### src/btb_pkg.sv
// Shared types and constants for the transmit payload buffering block.
// Assumes one slot-timing domain; every user of it names btb_pkg:: in full.
package btb_pkg;

  // ----------------------------------------------------------------
  // Sizes
  // ----------------------------------------------------------------
  localparam int NSLV = 2;          // Slaves served by the master
  localparam int SW = 1;            // Slave index width
  localparam int DW = 32;           // Payload word width
  localparam int LW = 8;            // Payload header length width
  localparam int VW = 16;           // Voice word width
  localparam int IW = 8;            // Voice interval width, in slots

  // ----------------------------------------------------------------
  // Reset values
  // ----------------------------------------------------------------
  localparam logic RST_SEL = 1'b0;
  localparam logic [IW-1:0] RST_VCNT = 8'h00;

  // ----------------------------------------------------------------
  // Packet types at the composer output
  // ----------------------------------------------------------------
  typedef enum logic [2:0] {
    BTB_PK_NONE = 3'h0,
    BTB_PK_NULL = 3'h1,
    BTB_PK_DM = 3'h3,
    BTB_PK_DH = 3'h2,
    BTB_PK_HV = 3'h6,
    BTB_PK_DV = 3'h7
  } btb_pkt_e;

  // Data payload with its payload-header length
  typedef struct packed {
    logic [LW-1:0] len;
    logic [DW-1:0] word;
  } btb_pld_s;

  // One composed packet handed to the bit processing
  typedef struct packed {
    btb_pkt_e kind;
    logic [SW-1:0] slave;
    btb_pld_s data;
    logic [VW-1:0] voice;
  } btb_pkt_s;

endpackage : btb_pkg

### src/btb_tx_buf.sv
// Transmit ping-pong payload buffers and packet type choice per TX slot.
// Assumes slot, response and load strobes come from logic on i_clk.
//
// How it works
// - One data pair per slave; one voice pair shared by the voice link.
// - Each buffer is two registers: composer reads current, loader fills next.
// - Load pointer is always the inverse of the read pointer.
// - Control packets common to both links carry a data-buffer style payload.
// - Mixed packet takes voice from voice pair, data from data pair.
// - Pure data uses medium- or high-rate types with length in header.
// - Without data, send NULL when ack or stop information pends.
// - Without data or link control information, send nothing.
// - Manager loads next register, then flush swaps both pointers.
// - At slot, composer reads current register and emits the packet.
// - Result comes from response; only an outstanding packet is judged.
// - ACK advances data selector; NAK holds it for retransmission.
// - After ACK with empty next, a flush selects newly loaded data.
// - Flush advances the selector regardless of ACK, dropping stale data.
// - Voice link uses HV; voice port keeps loading the next register.
// - Each voice slot reads current voice register, then toggles selector.
// - High-priority control in a voice slot replaces voice with DM packet.
// - Mixed packet toggles voice selector; data selector moves on ACK.
// - Mixed link falls back to HV when no data pends.
// - STOP sends default packets and freezes data; GO or silence resumes.
// - STOP stalls only the data buffer of the slave that sent it.
module btb_tx_buf (
  input wire logic i_clk,
  input wire logic i_sys_rst,
  input wire logic i_load,
  input wire logic [btb_pkg::SW-1:0] i_load_slave,
  input wire btb_pkg::btb_pld_s i_load_pld,
  input wire logic i_flush,
  input wire logic [btb_pkg::SW-1:0] i_flush_slave,
  input wire logic i_voice_load,
  input wire logic [btb_pkg::VW-1:0] i_voice_word,
  input wire logic i_sco_on,
  input wire logic [btb_pkg::SW-1:0] i_sco_slave,
  input wire logic [btb_pkg::IW-1:0] i_voice_slot_interval,
  input wire logic i_slot,
  input wire logic [btb_pkg::SW-1:0] i_slot_slave,
  input wire logic i_link_good,
  input wire logic i_lc_info,
  input wire logic i_ctrl_req,
  input wire btb_pkg::btb_pld_s i_ctrl_pld,
  input wire logic i_resp,
  input wire logic [btb_pkg::SW-1:0] i_resp_slave,
  input wire logic i_resp_rx,
  input wire logic i_resp_ack,
  input wire logic i_resp_stop,
  output btb_pkg::btb_pkt_s o_pkt,
  output logic o_pkt_valid,
  output logic [btb_pkg::NSLV-1:0] o_stalled
);

  // ----------------------------------------------------------------
  // Storage
  // ----------------------------------------------------------------
  btb_pkg::btb_pld_s data_reg_q [btb_pkg::NSLV][2];
  logic [1:0] data_full_q [btb_pkg::NSLV];
  logic [btb_pkg::NSLV-1:0] data_read_pointer_q; // Selector, read half
  logic [btb_pkg::NSLV-1:0] out_q;                // Packet awaiting result
  logic [btb_pkg::NSLV-1:0] stop_q;
  logic [btb_pkg::VW-1:0] voice_reg_q [2];
  logic voice_buffer_selector_q;
  logic [btb_pkg::IW-1:0] vcnt_q;
  btb_pkg::btb_pkt_s pkt_d;
  btb_pkg::btb_pkt_s pkt_q;
  logic pkt_valid_q;
  logic voice_slot;
  logic data_sent;
  logic ack_hit;

  // Load half of a selector is the other register by construction
  function automatic logic load_ptr(input logic rd);
    load_ptr = ~rd;
  endfunction : load_ptr

  // Data waiting in the current register and not frozen by STOP
  function automatic logic pending(input logic [btb_pkg::SW-1:0] s,
                                   input logic [1:0] full,
                                   input logic rd,
                                   input logic stp);
    pending = full[rd] & ~stp;
  endfunction : pending

  // ----------------------------------------------------------------
  // Data pairs
  // ----------------------------------------------------------------
  // Loads land on the next register, so a load never races the composer
  always_ff @(posedge i_clk) begin
    if (i_load) begin
      data_reg_q[i_load_slave][load_ptr(data_read_pointer_q[i_load_slave])] <= i_load_pld;
    end
  end

  // Result only counts for a packet that really carried buffered data
  assign ack_hit = i_resp & i_resp_rx & i_resp_ack & out_q[i_resp_slave];

  // Full flags: load sets next, ACK or flush clears current; set wins
  always_ff @(posedge i_clk) begin
    if (i_sys_rst) begin
      for (int s = 0; s < btb_pkg::NSLV; s++) begin
        data_full_q[s] <= 2'h0;
      end
    end else begin
      for (int s = 0; s < btb_pkg::NSLV; s++) begin
        // Clear and set address different bits, so a load with a flush survives
        if ((ack_hit && i_resp_slave == s[btb_pkg::SW-1:0]) ||
            (i_flush && i_flush_slave == s[btb_pkg::SW-1:0])) begin
          data_full_q[s][data_read_pointer_q[s]] <= 1'b0;
        end
        if (i_load && i_load_slave == s[btb_pkg::SW-1:0]) begin
          data_full_q[s][load_ptr(data_read_pointer_q[s])] <= 1'b1;
        end
      end
    end
  end

  // Both halves move as one; a NAK leaves the selector alone
  always_ff @(posedge i_clk) begin
    if (i_sys_rst) begin
      data_read_pointer_q <= {btb_pkg::NSLV{btb_pkg::RST_SEL}};
    end else begin
      for (int s = 0; s < btb_pkg::NSLV; s++) begin
        if ((i_flush && i_flush_slave == s[btb_pkg::SW-1:0]) ||
            (ack_hit && i_resp_slave == s[btb_pkg::SW-1:0])) begin
          data_read_pointer_q[s] <= ~data_read_pointer_q[s];
        end
      end
    end
  end

  // Outstanding marker: set on a data-bearing send, cleared by any result
  always_ff @(posedge i_clk) begin
    if (i_sys_rst) begin
      out_q <= '0;
    end else begin
      for (int s = 0; s < btb_pkg::NSLV; s++) begin
        if (i_resp && i_resp_slave == s[btb_pkg::SW-1:0]) begin
          out_q[s] <= 1'b0;
        end
        if (i_flush && i_flush_slave == s[btb_pkg::SW-1:0]) begin
          out_q[s] <= 1'b0;
        end
        if (data_sent && i_slot_slave == s[btb_pkg::SW-1:0]) begin
          out_q[s] <= 1'b1;
        end
      end
    end
  end

  // Flow state per slave; no packet received counts as GO
  always_ff @(posedge i_clk) begin
    if (i_sys_rst) begin
      stop_q <= '0;
    end else if (i_resp) begin
      stop_q[i_resp_slave] <= i_resp_rx & i_resp_stop;
    end
  end

  // ----------------------------------------------------------------
  // Voice pair
  // ----------------------------------------------------------------
  // The port writes next at any time; it never sees the current register
  always_ff @(posedge i_clk) begin
    if (i_voice_load) begin
      voice_reg_q[~voice_buffer_selector_q] <= i_voice_word;
    end
  end

  // Slot counter; a zero interval wraps, giving one voice slot in every 256 slots
  assign voice_slot = i_slot & i_sco_on & (i_slot_slave == i_sco_slave) &
                      (vcnt_q == btb_pkg::RST_VCNT);

  always_ff @(posedge i_clk) begin
    if (i_sys_rst || !i_sco_on) begin
      vcnt_q <= btb_pkg::RST_VCNT;
    end else if (i_slot) begin
      if (vcnt_q == btb_pkg::RST_VCNT) begin
        vcnt_q <= i_voice_slot_interval - 8'h01;
      end else begin
        vcnt_q <= vcnt_q - 8'h01;
      end
    end
  end

  // Toggles even when control traffic took the slot, keeping cadence
  always_ff @(posedge i_clk) begin
    if (i_sys_rst) begin
      voice_buffer_selector_q <= btb_pkg::RST_SEL;
    end else if (voice_slot) begin
      voice_buffer_selector_q <= ~voice_buffer_selector_q;
    end
  end

  // ----------------------------------------------------------------
  // Composer
  // ----------------------------------------------------------------
  // Packet type choice from data, flow, voice cadence and link quality
  always_comb begin
    logic pend;
    pend = pending(i_slot_slave, data_full_q[i_slot_slave],
                   data_read_pointer_q[i_slot_slave], stop_q[i_slot_slave]);
    pkt_d.slave = i_slot_slave;
    pkt_d.data = data_reg_q[i_slot_slave][data_read_pointer_q[i_slot_slave]];
    pkt_d.voice = voice_reg_q[voice_buffer_selector_q];
    pkt_d.kind = btb_pkg::BTB_PK_NONE;
    data_sent = 1'b0;
    if (voice_slot) begin
      if (i_ctrl_req) begin
        pkt_d.kind = btb_pkg::BTB_PK_DM;
        pkt_d.data = i_ctrl_pld;
      end else if (pend) begin
        pkt_d.kind = btb_pkg::BTB_PK_DV;
        data_sent = 1'b1;
      end else begin
        pkt_d.kind = btb_pkg::BTB_PK_HV;
      end
    end else if (pend) begin
      pkt_d.kind = i_link_good ? btb_pkg::BTB_PK_DH : btb_pkg::BTB_PK_DM;
      data_sent = 1'b1;
    end else if (i_lc_info) begin
      pkt_d.kind = btb_pkg::BTB_PK_NULL;
    end
    data_sent = data_sent & i_slot;
  end

  // Registered hand-off; a NONE slot leaves valid low
  always_ff @(posedge i_clk) begin
    if (i_sys_rst) begin
      pkt_q <= '0;
      pkt_valid_q <= 1'b0;
    end else begin
      pkt_valid_q <= i_slot && pkt_d.kind != btb_pkg::BTB_PK_NONE;
      if (i_slot) begin
        pkt_q <= pkt_d;
      end
    end
  end

  // Outputs come straight from registers
  assign o_pkt = pkt_q;
  assign o_pkt_valid = pkt_valid_q;
  assign o_stalled = stop_q;

  // ----------------------------------------------------------------
  // Checks
  // ----------------------------------------------------------------
  // A load with the selector at rest must leave the current register as it was
  sel_apart_a: assert property (@(posedge i_clk) disable iff (i_sys_rst)
    i_load && !i_flush && !i_resp &&
    data_full_q[i_load_slave][data_read_pointer_q[i_load_slave]] |=>
    data_reg_q[$past(i_load_slave)][data_read_pointer_q[$past(i_load_slave)]] ==
    $past(data_reg_q[i_load_slave][data_read_pointer_q[i_load_slave]]))
    else $error("load reached the current register");

  flush_moves_a: assert property (@(posedge i_clk) disable iff (i_sys_rst)
    i_flush && !(ack_hit && i_resp_slave == i_flush_slave) |=>
    data_read_pointer_q[$past(i_flush_slave)] !=
    $past(data_read_pointer_q[i_flush_slave]))
    else $error("flush did not advance selector");

  nak_holds_a: assert property (@(posedge i_clk) disable iff (i_sys_rst)
    i_resp && !(i_resp_rx && i_resp_ack) && !i_flush |=> $stable(data_read_pointer_q))
    else $error("selector moved on NAK");

  ack_moves_a: assert property (@(posedge i_clk) disable iff (i_sys_rst)
    ack_hit && !i_flush |=>
    data_read_pointer_q[$past(i_resp_slave)] !=
    $past(data_read_pointer_q[i_resp_slave]))
    else $error("selector held on ACK");

  stop_quiet_a: assert property (@(posedge i_clk) disable iff (i_sys_rst)
    i_slot && stop_q[i_slot_slave] && !voice_slot |=>
    o_pkt.kind inside {btb_pkg::BTB_PK_NULL, btb_pkg::BTB_PK_NONE})
    else $error("data sent while stopped");

  voice_toggle_a: assert property (@(posedge i_clk) disable iff (i_sys_rst)
    voice_slot |=> voice_buffer_selector_q != $past(voice_buffer_selector_q))
    else $error("voice selector did not toggle");

  ctrl_wins_a: assert property (@(posedge i_clk) disable iff (i_sys_rst)
    voice_slot && i_ctrl_req |=> o_pkt_valid && o_pkt.kind == btb_pkg::BTB_PK_DM)
    else $error("control did not take voice slot");

  hv_fallback_a: assert property (@(posedge i_clk) disable iff (i_sys_rst)
    voice_slot && !i_ctrl_req && !data_full_q[i_slot_slave][data_read_pointer_q[i_slot_slave]]
    |=> o_pkt.kind == btb_pkg::BTB_PK_HV)
    else $error("no fallback to voice-only packet");

  idle_none_a: assert property (@(posedge i_clk) disable iff (i_sys_rst)
    i_slot && !voice_slot && !i_lc_info &&
    !data_full_q[i_slot_slave][data_read_pointer_q[i_slot_slave]] |=> !o_pkt_valid)
    else $error("packet sent with nothing to send");

  type_quality_a: assert property (@(posedge i_clk) disable iff (i_sys_rst)
    o_pkt_valid && o_pkt.kind == btb_pkg::BTB_PK_DH |-> $past(i_link_good))
    else $error("high-rate type on poor link");

endmodule : btb_tx_buf

### config.mk
export PLATFORM = sky130hd
export DESIGN_NAME = btb_tx_buf
export DESIGN_NICKNAME = d
export VERILOG_FILES = /design/src/btb_pkg.sv /design/src/btb_tx_buf.sv
export SDC_FILE = /design/constraint.sdc
export NUM_CORES = 1
export LEC_CHECK = 0
export BUFFER_PORTS_ARGS = -buffer_cell sky130_fd_sc_hd__clkbuf_2
export CORE_MARGIN = 8
export CORE_UTILIZATION = 40
export DETAILED_ROUTE_END_ITERATION = 16
export PLACE_DENSITY = 0.68
export SYNTH_ARGS = -nofsm -noshare
export SYNTH_HDL_FRONTEND = slang
export SYNTH_SLANG_ARGS = --single-unit
### constraint.sdc
create_clock -name i_clk -period 5.4 [get_ports i_clk]
set_clock_uncertainty 0.2 [all_clocks]
set_input_delay 0.54 -clock i_clk [delete_from_list [all_inputs] [get_ports i_clk]]
set_output_delay 0.54 -clock i_clk [all_outputs]
set_load 0.05 [all_outputs]
After elaboration in Yosys (flattened, before gate mapping)
Memories as Yosys holds them, arrays and structs flattened. A register that Yosys moved wholly into a read port is not among the register bits.
Cells that the tools add are included.
- bits of input ports: 123
- output and inout bits: 63
- RAM bits: 196
- memories kept: 3
- register bits after elaboration: 60
- logic and storage cells: 157
- equality and inequality tests: 1
- $add $sub $neg: 2
- reduce and logical (&&, ||, !) cells: 25
- $lt $le $gt $ge: 16
- bitwise gates (word level): 28
- multiplexer cells: 70
- memories (name ; words ; width ; read ports ; clocked after memory_dff ; wr ports ; line ; RTL):
    data_reg_q ; 2 ; 80 ; 1 ; 0 ; 1 ; btb_tx_buf.sv:58 ; btb_pkg::btb_pld_s data_reg_q [btb_pkg::NSLV][2];
    voice_reg_q ; 2 ; 16 ; 1 ; 1 ; 1 ; btb_tx_buf.sv:63 ; logic [btb_pkg::VW-1:0] voice_reg_q [2];
    data_full_q ; 2 ; 2 ; 1 ; 0 ; 2 ; btb_tx_buf.sv:59 ; logic [1:0] data_full_q [btb_pkg::NSLV];
- operator list (cell ; count):
    40-bit 2-to-1 mux ; 6
    80-bit 2-to-1 mux ; 1
    1-bit 2-to-1 mux ; 48
    40-bit demux with 1-bit select ; 1
    1-bit logical AND ; 17
    1-bit by 2-bit less-than comparator with 1-bit output, second input constant ; 8
    8-bit by 1-bit subtractor with 8-bit output, second input constant ; 2
    2-bit 2-to-1 mux ; 5
    1-bit AND ; 9
    1-bit NOT ; 9
    3-bit nonzero test ; 3
    8-bit zero test ; 1
    8-bit 2-to-1 mux ; 1
    1-bit bitwise OR ; 8
    3-bit 2-to-1 mux ; 2
    1-bit demux with 1-bit select ; 5
    1-bit greater-or-equal comparator, second input constant ; 5
    2-bit greater-or-equal comparator, second input constant ; 2
    1-bit NOT with 2-bit output ; 2
    1-bit logical OR ; 3
    2-bit bitwise mux ; 1
    2-bit by 1-bit less-than comparator with 1-bit output, second input constant ; 1
    1-bit == test ; 1
    1-bit zero test ; 1

Logic depth before layout (Yosys ltp)
- depth in word-level cells: 11
- mapped depth: 10
- mapped depth without buffers: 9

Worst setup path before layout
Ideal clock, no wire load.
- kind: flip-flop to flip-flop
- from: reg data_read_pointer_q[0] in the netlist's numbering
- to: mem data_full_q[0][0] (enable)
- path buffers: 3
- slack: 1799 ps
- clock period less this slack: 3601 ps
- library setup time: 298 ps
- data required time: 4902 ps
- cell stages (with the launch flop): 7
- data arrival time: 3103 ps
- cells stage by stage: dfxtp_1 > clkbuf_1 > buf_2 > buf_2 > inv_1 > nor2_1 > a211o_1
- RTL lines (what ; line ; RTL):
    start, declared ; btb_tx_buf.sv:60 ; logic [btb_pkg::NSLV-1:0] data_read_pointer_q;
    start signal, assigned ; btb_tx_buf.sv:122 ; data_read_pointer_q <= {btb_pkg::NSLV{btb_pkg::RST_SEL}};
    start signal, assigned by index ; btb_tx_buf.sv:127 ; data_read_pointer_q[s] <= ~data_read_pointer_q[s];
    end, declared ; btb_tx_buf.sv:59 ;

Worst setup path after layout
- from: reg vcnt_q[0] in the netlist's numbering
- to: reg pkt_q (netlist bit o_pkt[34])
- longest elaborated chain between the ends: 3
- RTL lines (what ; line ; RTL):
    start, declared ; btb_tx_buf.sv:65 ; logic [btb_pkg::IW-1:0] vcnt_q;
    start signal, assigned ; btb_tx_buf.sv:177 ; vcnt_q <= btb_pkg::RST_VCNT;
    start signal, assigned ; btb_tx_buf.sv:180 ; vcnt_q <= i_voice_slot_interval - 8'h01;
    start signal, assigned ; btb_tx_buf.sv:182 ; vcnt_q <= vcnt_q - 8'h01;
    8-bit zero test ; btb_tx_buf.sv:173 ; (vcnt_q == btb_pkg::RST_VCNT);
    1-bit AND ; btb_tx_buf.sv:172 ; assign voice_slot = i_slot & i_sco_on & (i_slot_slave == i_sco_slave) &
    40-bit 2-to-1 mux ; btb_tx_buf.sv:209 ; if (voice_slot) begin
    end signal, assigned ; btb_tx_buf.sv:236 ; pkt_q <= pkt_d;
    end, declared ; btb_tx_buf.sv:67 ; btb_pkg::btb_pkt_s pkt_q;
No other way between the ends.
A chain may end at the register's enable or synchronous reset.

==> impl_metrics.tcl <==
set metrics [dict create \
    status "complete, no violations" \
    path_clk_slew_ns 0.06 \
    grtUsageMet1 0.1853 \
    synthFlopType "edfxtp_1" \
    tightest_slew_ns 1.126 \
    synth-async-reset-ratio 0 \
    netlist_area_sq_um 10990 \
    vias 7110 \
    layout_common_cells "194 x edfxtp_1, 182 x clkbuf_2, 94 x nand2_1, 76 x dfxtp_1, 69 x nor2_1" \
    yosysTopAreaCell "edfxtp_1" \
    postPlaceCellArea_sq_um 12190 \
    fin_crit_sh 0.5469 \
    cp-end-kind "register" \
    port_buffers 185 \
    hold_viol 0 \
    slew_headroom 0.2492 \
    yosysSeqAreaShare 0.6721 \
    grt_max_degree 87 \
    vias_per_cell 5.194 \
    num_rows 60 \
    yosys_warnings 0 \
    ys_ff_latch 272 \
    drv_cap 0 \
    antenna_found_initial 2 \
    final_common_cell "edfxtp_1" \
    layout-drive-gt1-share 0.2811 \
    startpoint_type "register" \
    syn_avg_cell_area_sq_um 13.37 \
    synth-edff-count 194 \
    crit_type "register to register" \
    die_h_microns 181.8 \
    hold_class "input pin to register" \
    required_ns 5.55 \
    use_met2 0.2422 \
    cellPowerDensity_nw_per_um2 374.8 \
    dp_hpwl_microns 15050 \
    endpoint "o_pkt[34]" \
    cts_resized 0 \
    synthToLayoutAreaGrowth_pct 21.28 \
    initial_core_util 0.4078 \
    coreArea_sq_um 26950 \
    synth_area_leaders "edfxtp_1 53%, dfxtp_1 14%, mux2i_1 5.8%, a311oi_2 5.5%, a211oi_1 4.0%" \
    max_freq_ghz 0.3386 \
    gp_congestion 0.8325 \
    worstPathArrival_ns 3.11 \
    setup_viol 0 \
    first_pass_iters 4 \
    clock-root-buffer "clkbuf_16" \
    synth_nets 946 \
    wirelength_microns 24490 \
    dieArea_sq_um 33040 \
    timing.rr.start "vcnt_q[0]" \
    pin_count 186 \
    r2r_cells 5 \
    cts_buffers 28 \
    ys_types 44 \
    drc_errors 0 \
    r2r_end "o_pkt[34]" \
    die_w_microns 181.8 \
    htree_levels 1 \
    rsz0062_at_grt "false" \
    first_global_vias 7230 \
    worstSkewPairLatency_ns 0.53 \
    power.leakage_uw 0.004870 \
    fin_crit_ns 2.953 \
    grt.busiest_layer "met2" \
    antennaDiodeCount 0 \
    drt_iter0_drc 431 \
    route.antenna.remaining_nets 0 \
    drv_slew 0 \
    cts_tree "yes" \
    nets 1131 \
    gr-usage-met3 0.04232 \
    grt_pass1_wl_microns 38720 \
    setup_tns_ns 0 \
    grt_overflow 0 \
    worstPathMaxFanout 42 \
    synth_top_area_share 0.5301 \
    fin_total_pwr_uw 4996 \
    wl_per_cell_microns 17.89 \
    track_usage 0.1455 \
    crit_start "vcnt_q[0]" \
    reg2reg_slack_ns 2.45 \
    ir_drop_uv 200.0 \
    design_area_sq_um 13330 \
    cts_sinks 272 \
    synth_cells 822 \
    clockBufferDepth 3 \
]
[routing by layer]
layer  share of wire  up-vias
met3           0.073       41
met1            0.45     3409
met2            0.46      196
met4           0.015        4
met5          0.0011        -
li1                -     3460
[state kept, by name (all words and copies together) (netlist names), 2 cells and up]
signal,cells
data_read_pointer_q,2
out_q,2
o_pkt,60
o_stalled,2
data_full_q,4
voice_reg_q,32
data_reg_q,160
vcnt_q,8
[repair_timing]
item / in CTS / in global routing
hold buffers: 18 / 1
setup buffers: 0 / 0
endpoints found under the hold margin: 39 / 4
setup endpoints to repair: 0 / 0
[through the flow]
| step | std cells | hold slack [ns] | setup WS [ns] | utilization |
|---|---|---|---|---|
| final | 1369 | 0.02459 | 2.447 | 0.4946 |
| after global routing | 1369 | 0.005633 | 2.194 | 0.4946 |
| after CTS | 1368 | 0.0001517 | 2.429 | 0.4942 |
| after detailed placement | 1299 | 0.2597 | 2.265 | 0.4521 |
| after global placement | 1299 | 0.2673 | 2.258 | 0.4521 |
| after floorplan | 822 | 0.2441 | 1.799 | - |
[kinds of logic after synthesis]
kind of cell | after synthesis | synth area share
buffers and inverters | 60 | 0.02493
multiplexers | 64 | 0.05829
XOR/XNOR | 5 | 0.003985
AND/OR/NAND/NOR | 249 | 0.1071
AO/OA/AOI/OAI | 171 | 0.1324
flip-flops | 272 | 0.6721
adder cells (fa/ha/maj) | 1 | 0.001138
[synth_stat cells (all sizes together) (3+ instances only)]
cell      n
a211oi   58
a21oi    52
a311oi   41
a31oi     3
and2      3
and3      5
buf      19
clkbuf   38
dfxtp    78
edfxtp  194
inv       3
mux2i    64
nand2    94
nand2b    7
nand3     8
nand4     3
nand4b    3
nor2     72
nor2b    42
nor3      5
o21ai     3
o22ai     3
xnor2     3
[worst min path at each step]
| stage | startpoint | end | slack (ns) | cells past startpoint |
|---|---|---|---|---|
| 2_1_floorplan | out_q[0] | out_q[0] | 0.24 | 2 |
| 3_3_place_gp | out_q[0] | out_q[0] | 0.27 | 2 |
| 3_5_place_dp | out_q[1] | out_q[1] | 0.26 | 2 |
| 4_1_cts | i_load_pld[33] | data_reg_q[1][73] | 0.0002 | 1 |
| 5_1_grt | i_load_pld[21] | data_reg_q[0][61] | 0.006 | 1 |
| 6_report | i_load_pld[8] | data_reg_q[0][8] | 0.02 | 1 |
[power by group]
part           internal (uW)  leakage, uW  switching [uW]  total, uW
sequential              2350      0.00244            76.6       2420
clock                   1190     0.000470             769       1960
combinational            213      0.00196             396        609
total                   3750      0.00487            1240       5000
[area by class of cell]
| class | count | area [sq um] |
|---|---|---|
| Clock inverter | 17 | 188.9 |
| Timing Repair Buffer | 212 | 1184 |
| Inverter | 3 | 11.26 |
| Multi-Input combinational cell | 490 | 3359 |
| Tap cell | 341 | 426.7 |
| Sequential cell | 272 | 7395 |
| Clock buffer | 34 | 764.5 |
| Fill cell | 2308 | 13620 |
[worst max-delay path, cell delays in order (launching register included)]
cell and delay, ns:
dfxtp_1 0.35, nor4_4 0.43, and2_1 0.41, nand3_2 0.88, nand2_1 0.36, a311oi_2 0.13
Power figures use the tool's default switching activity.
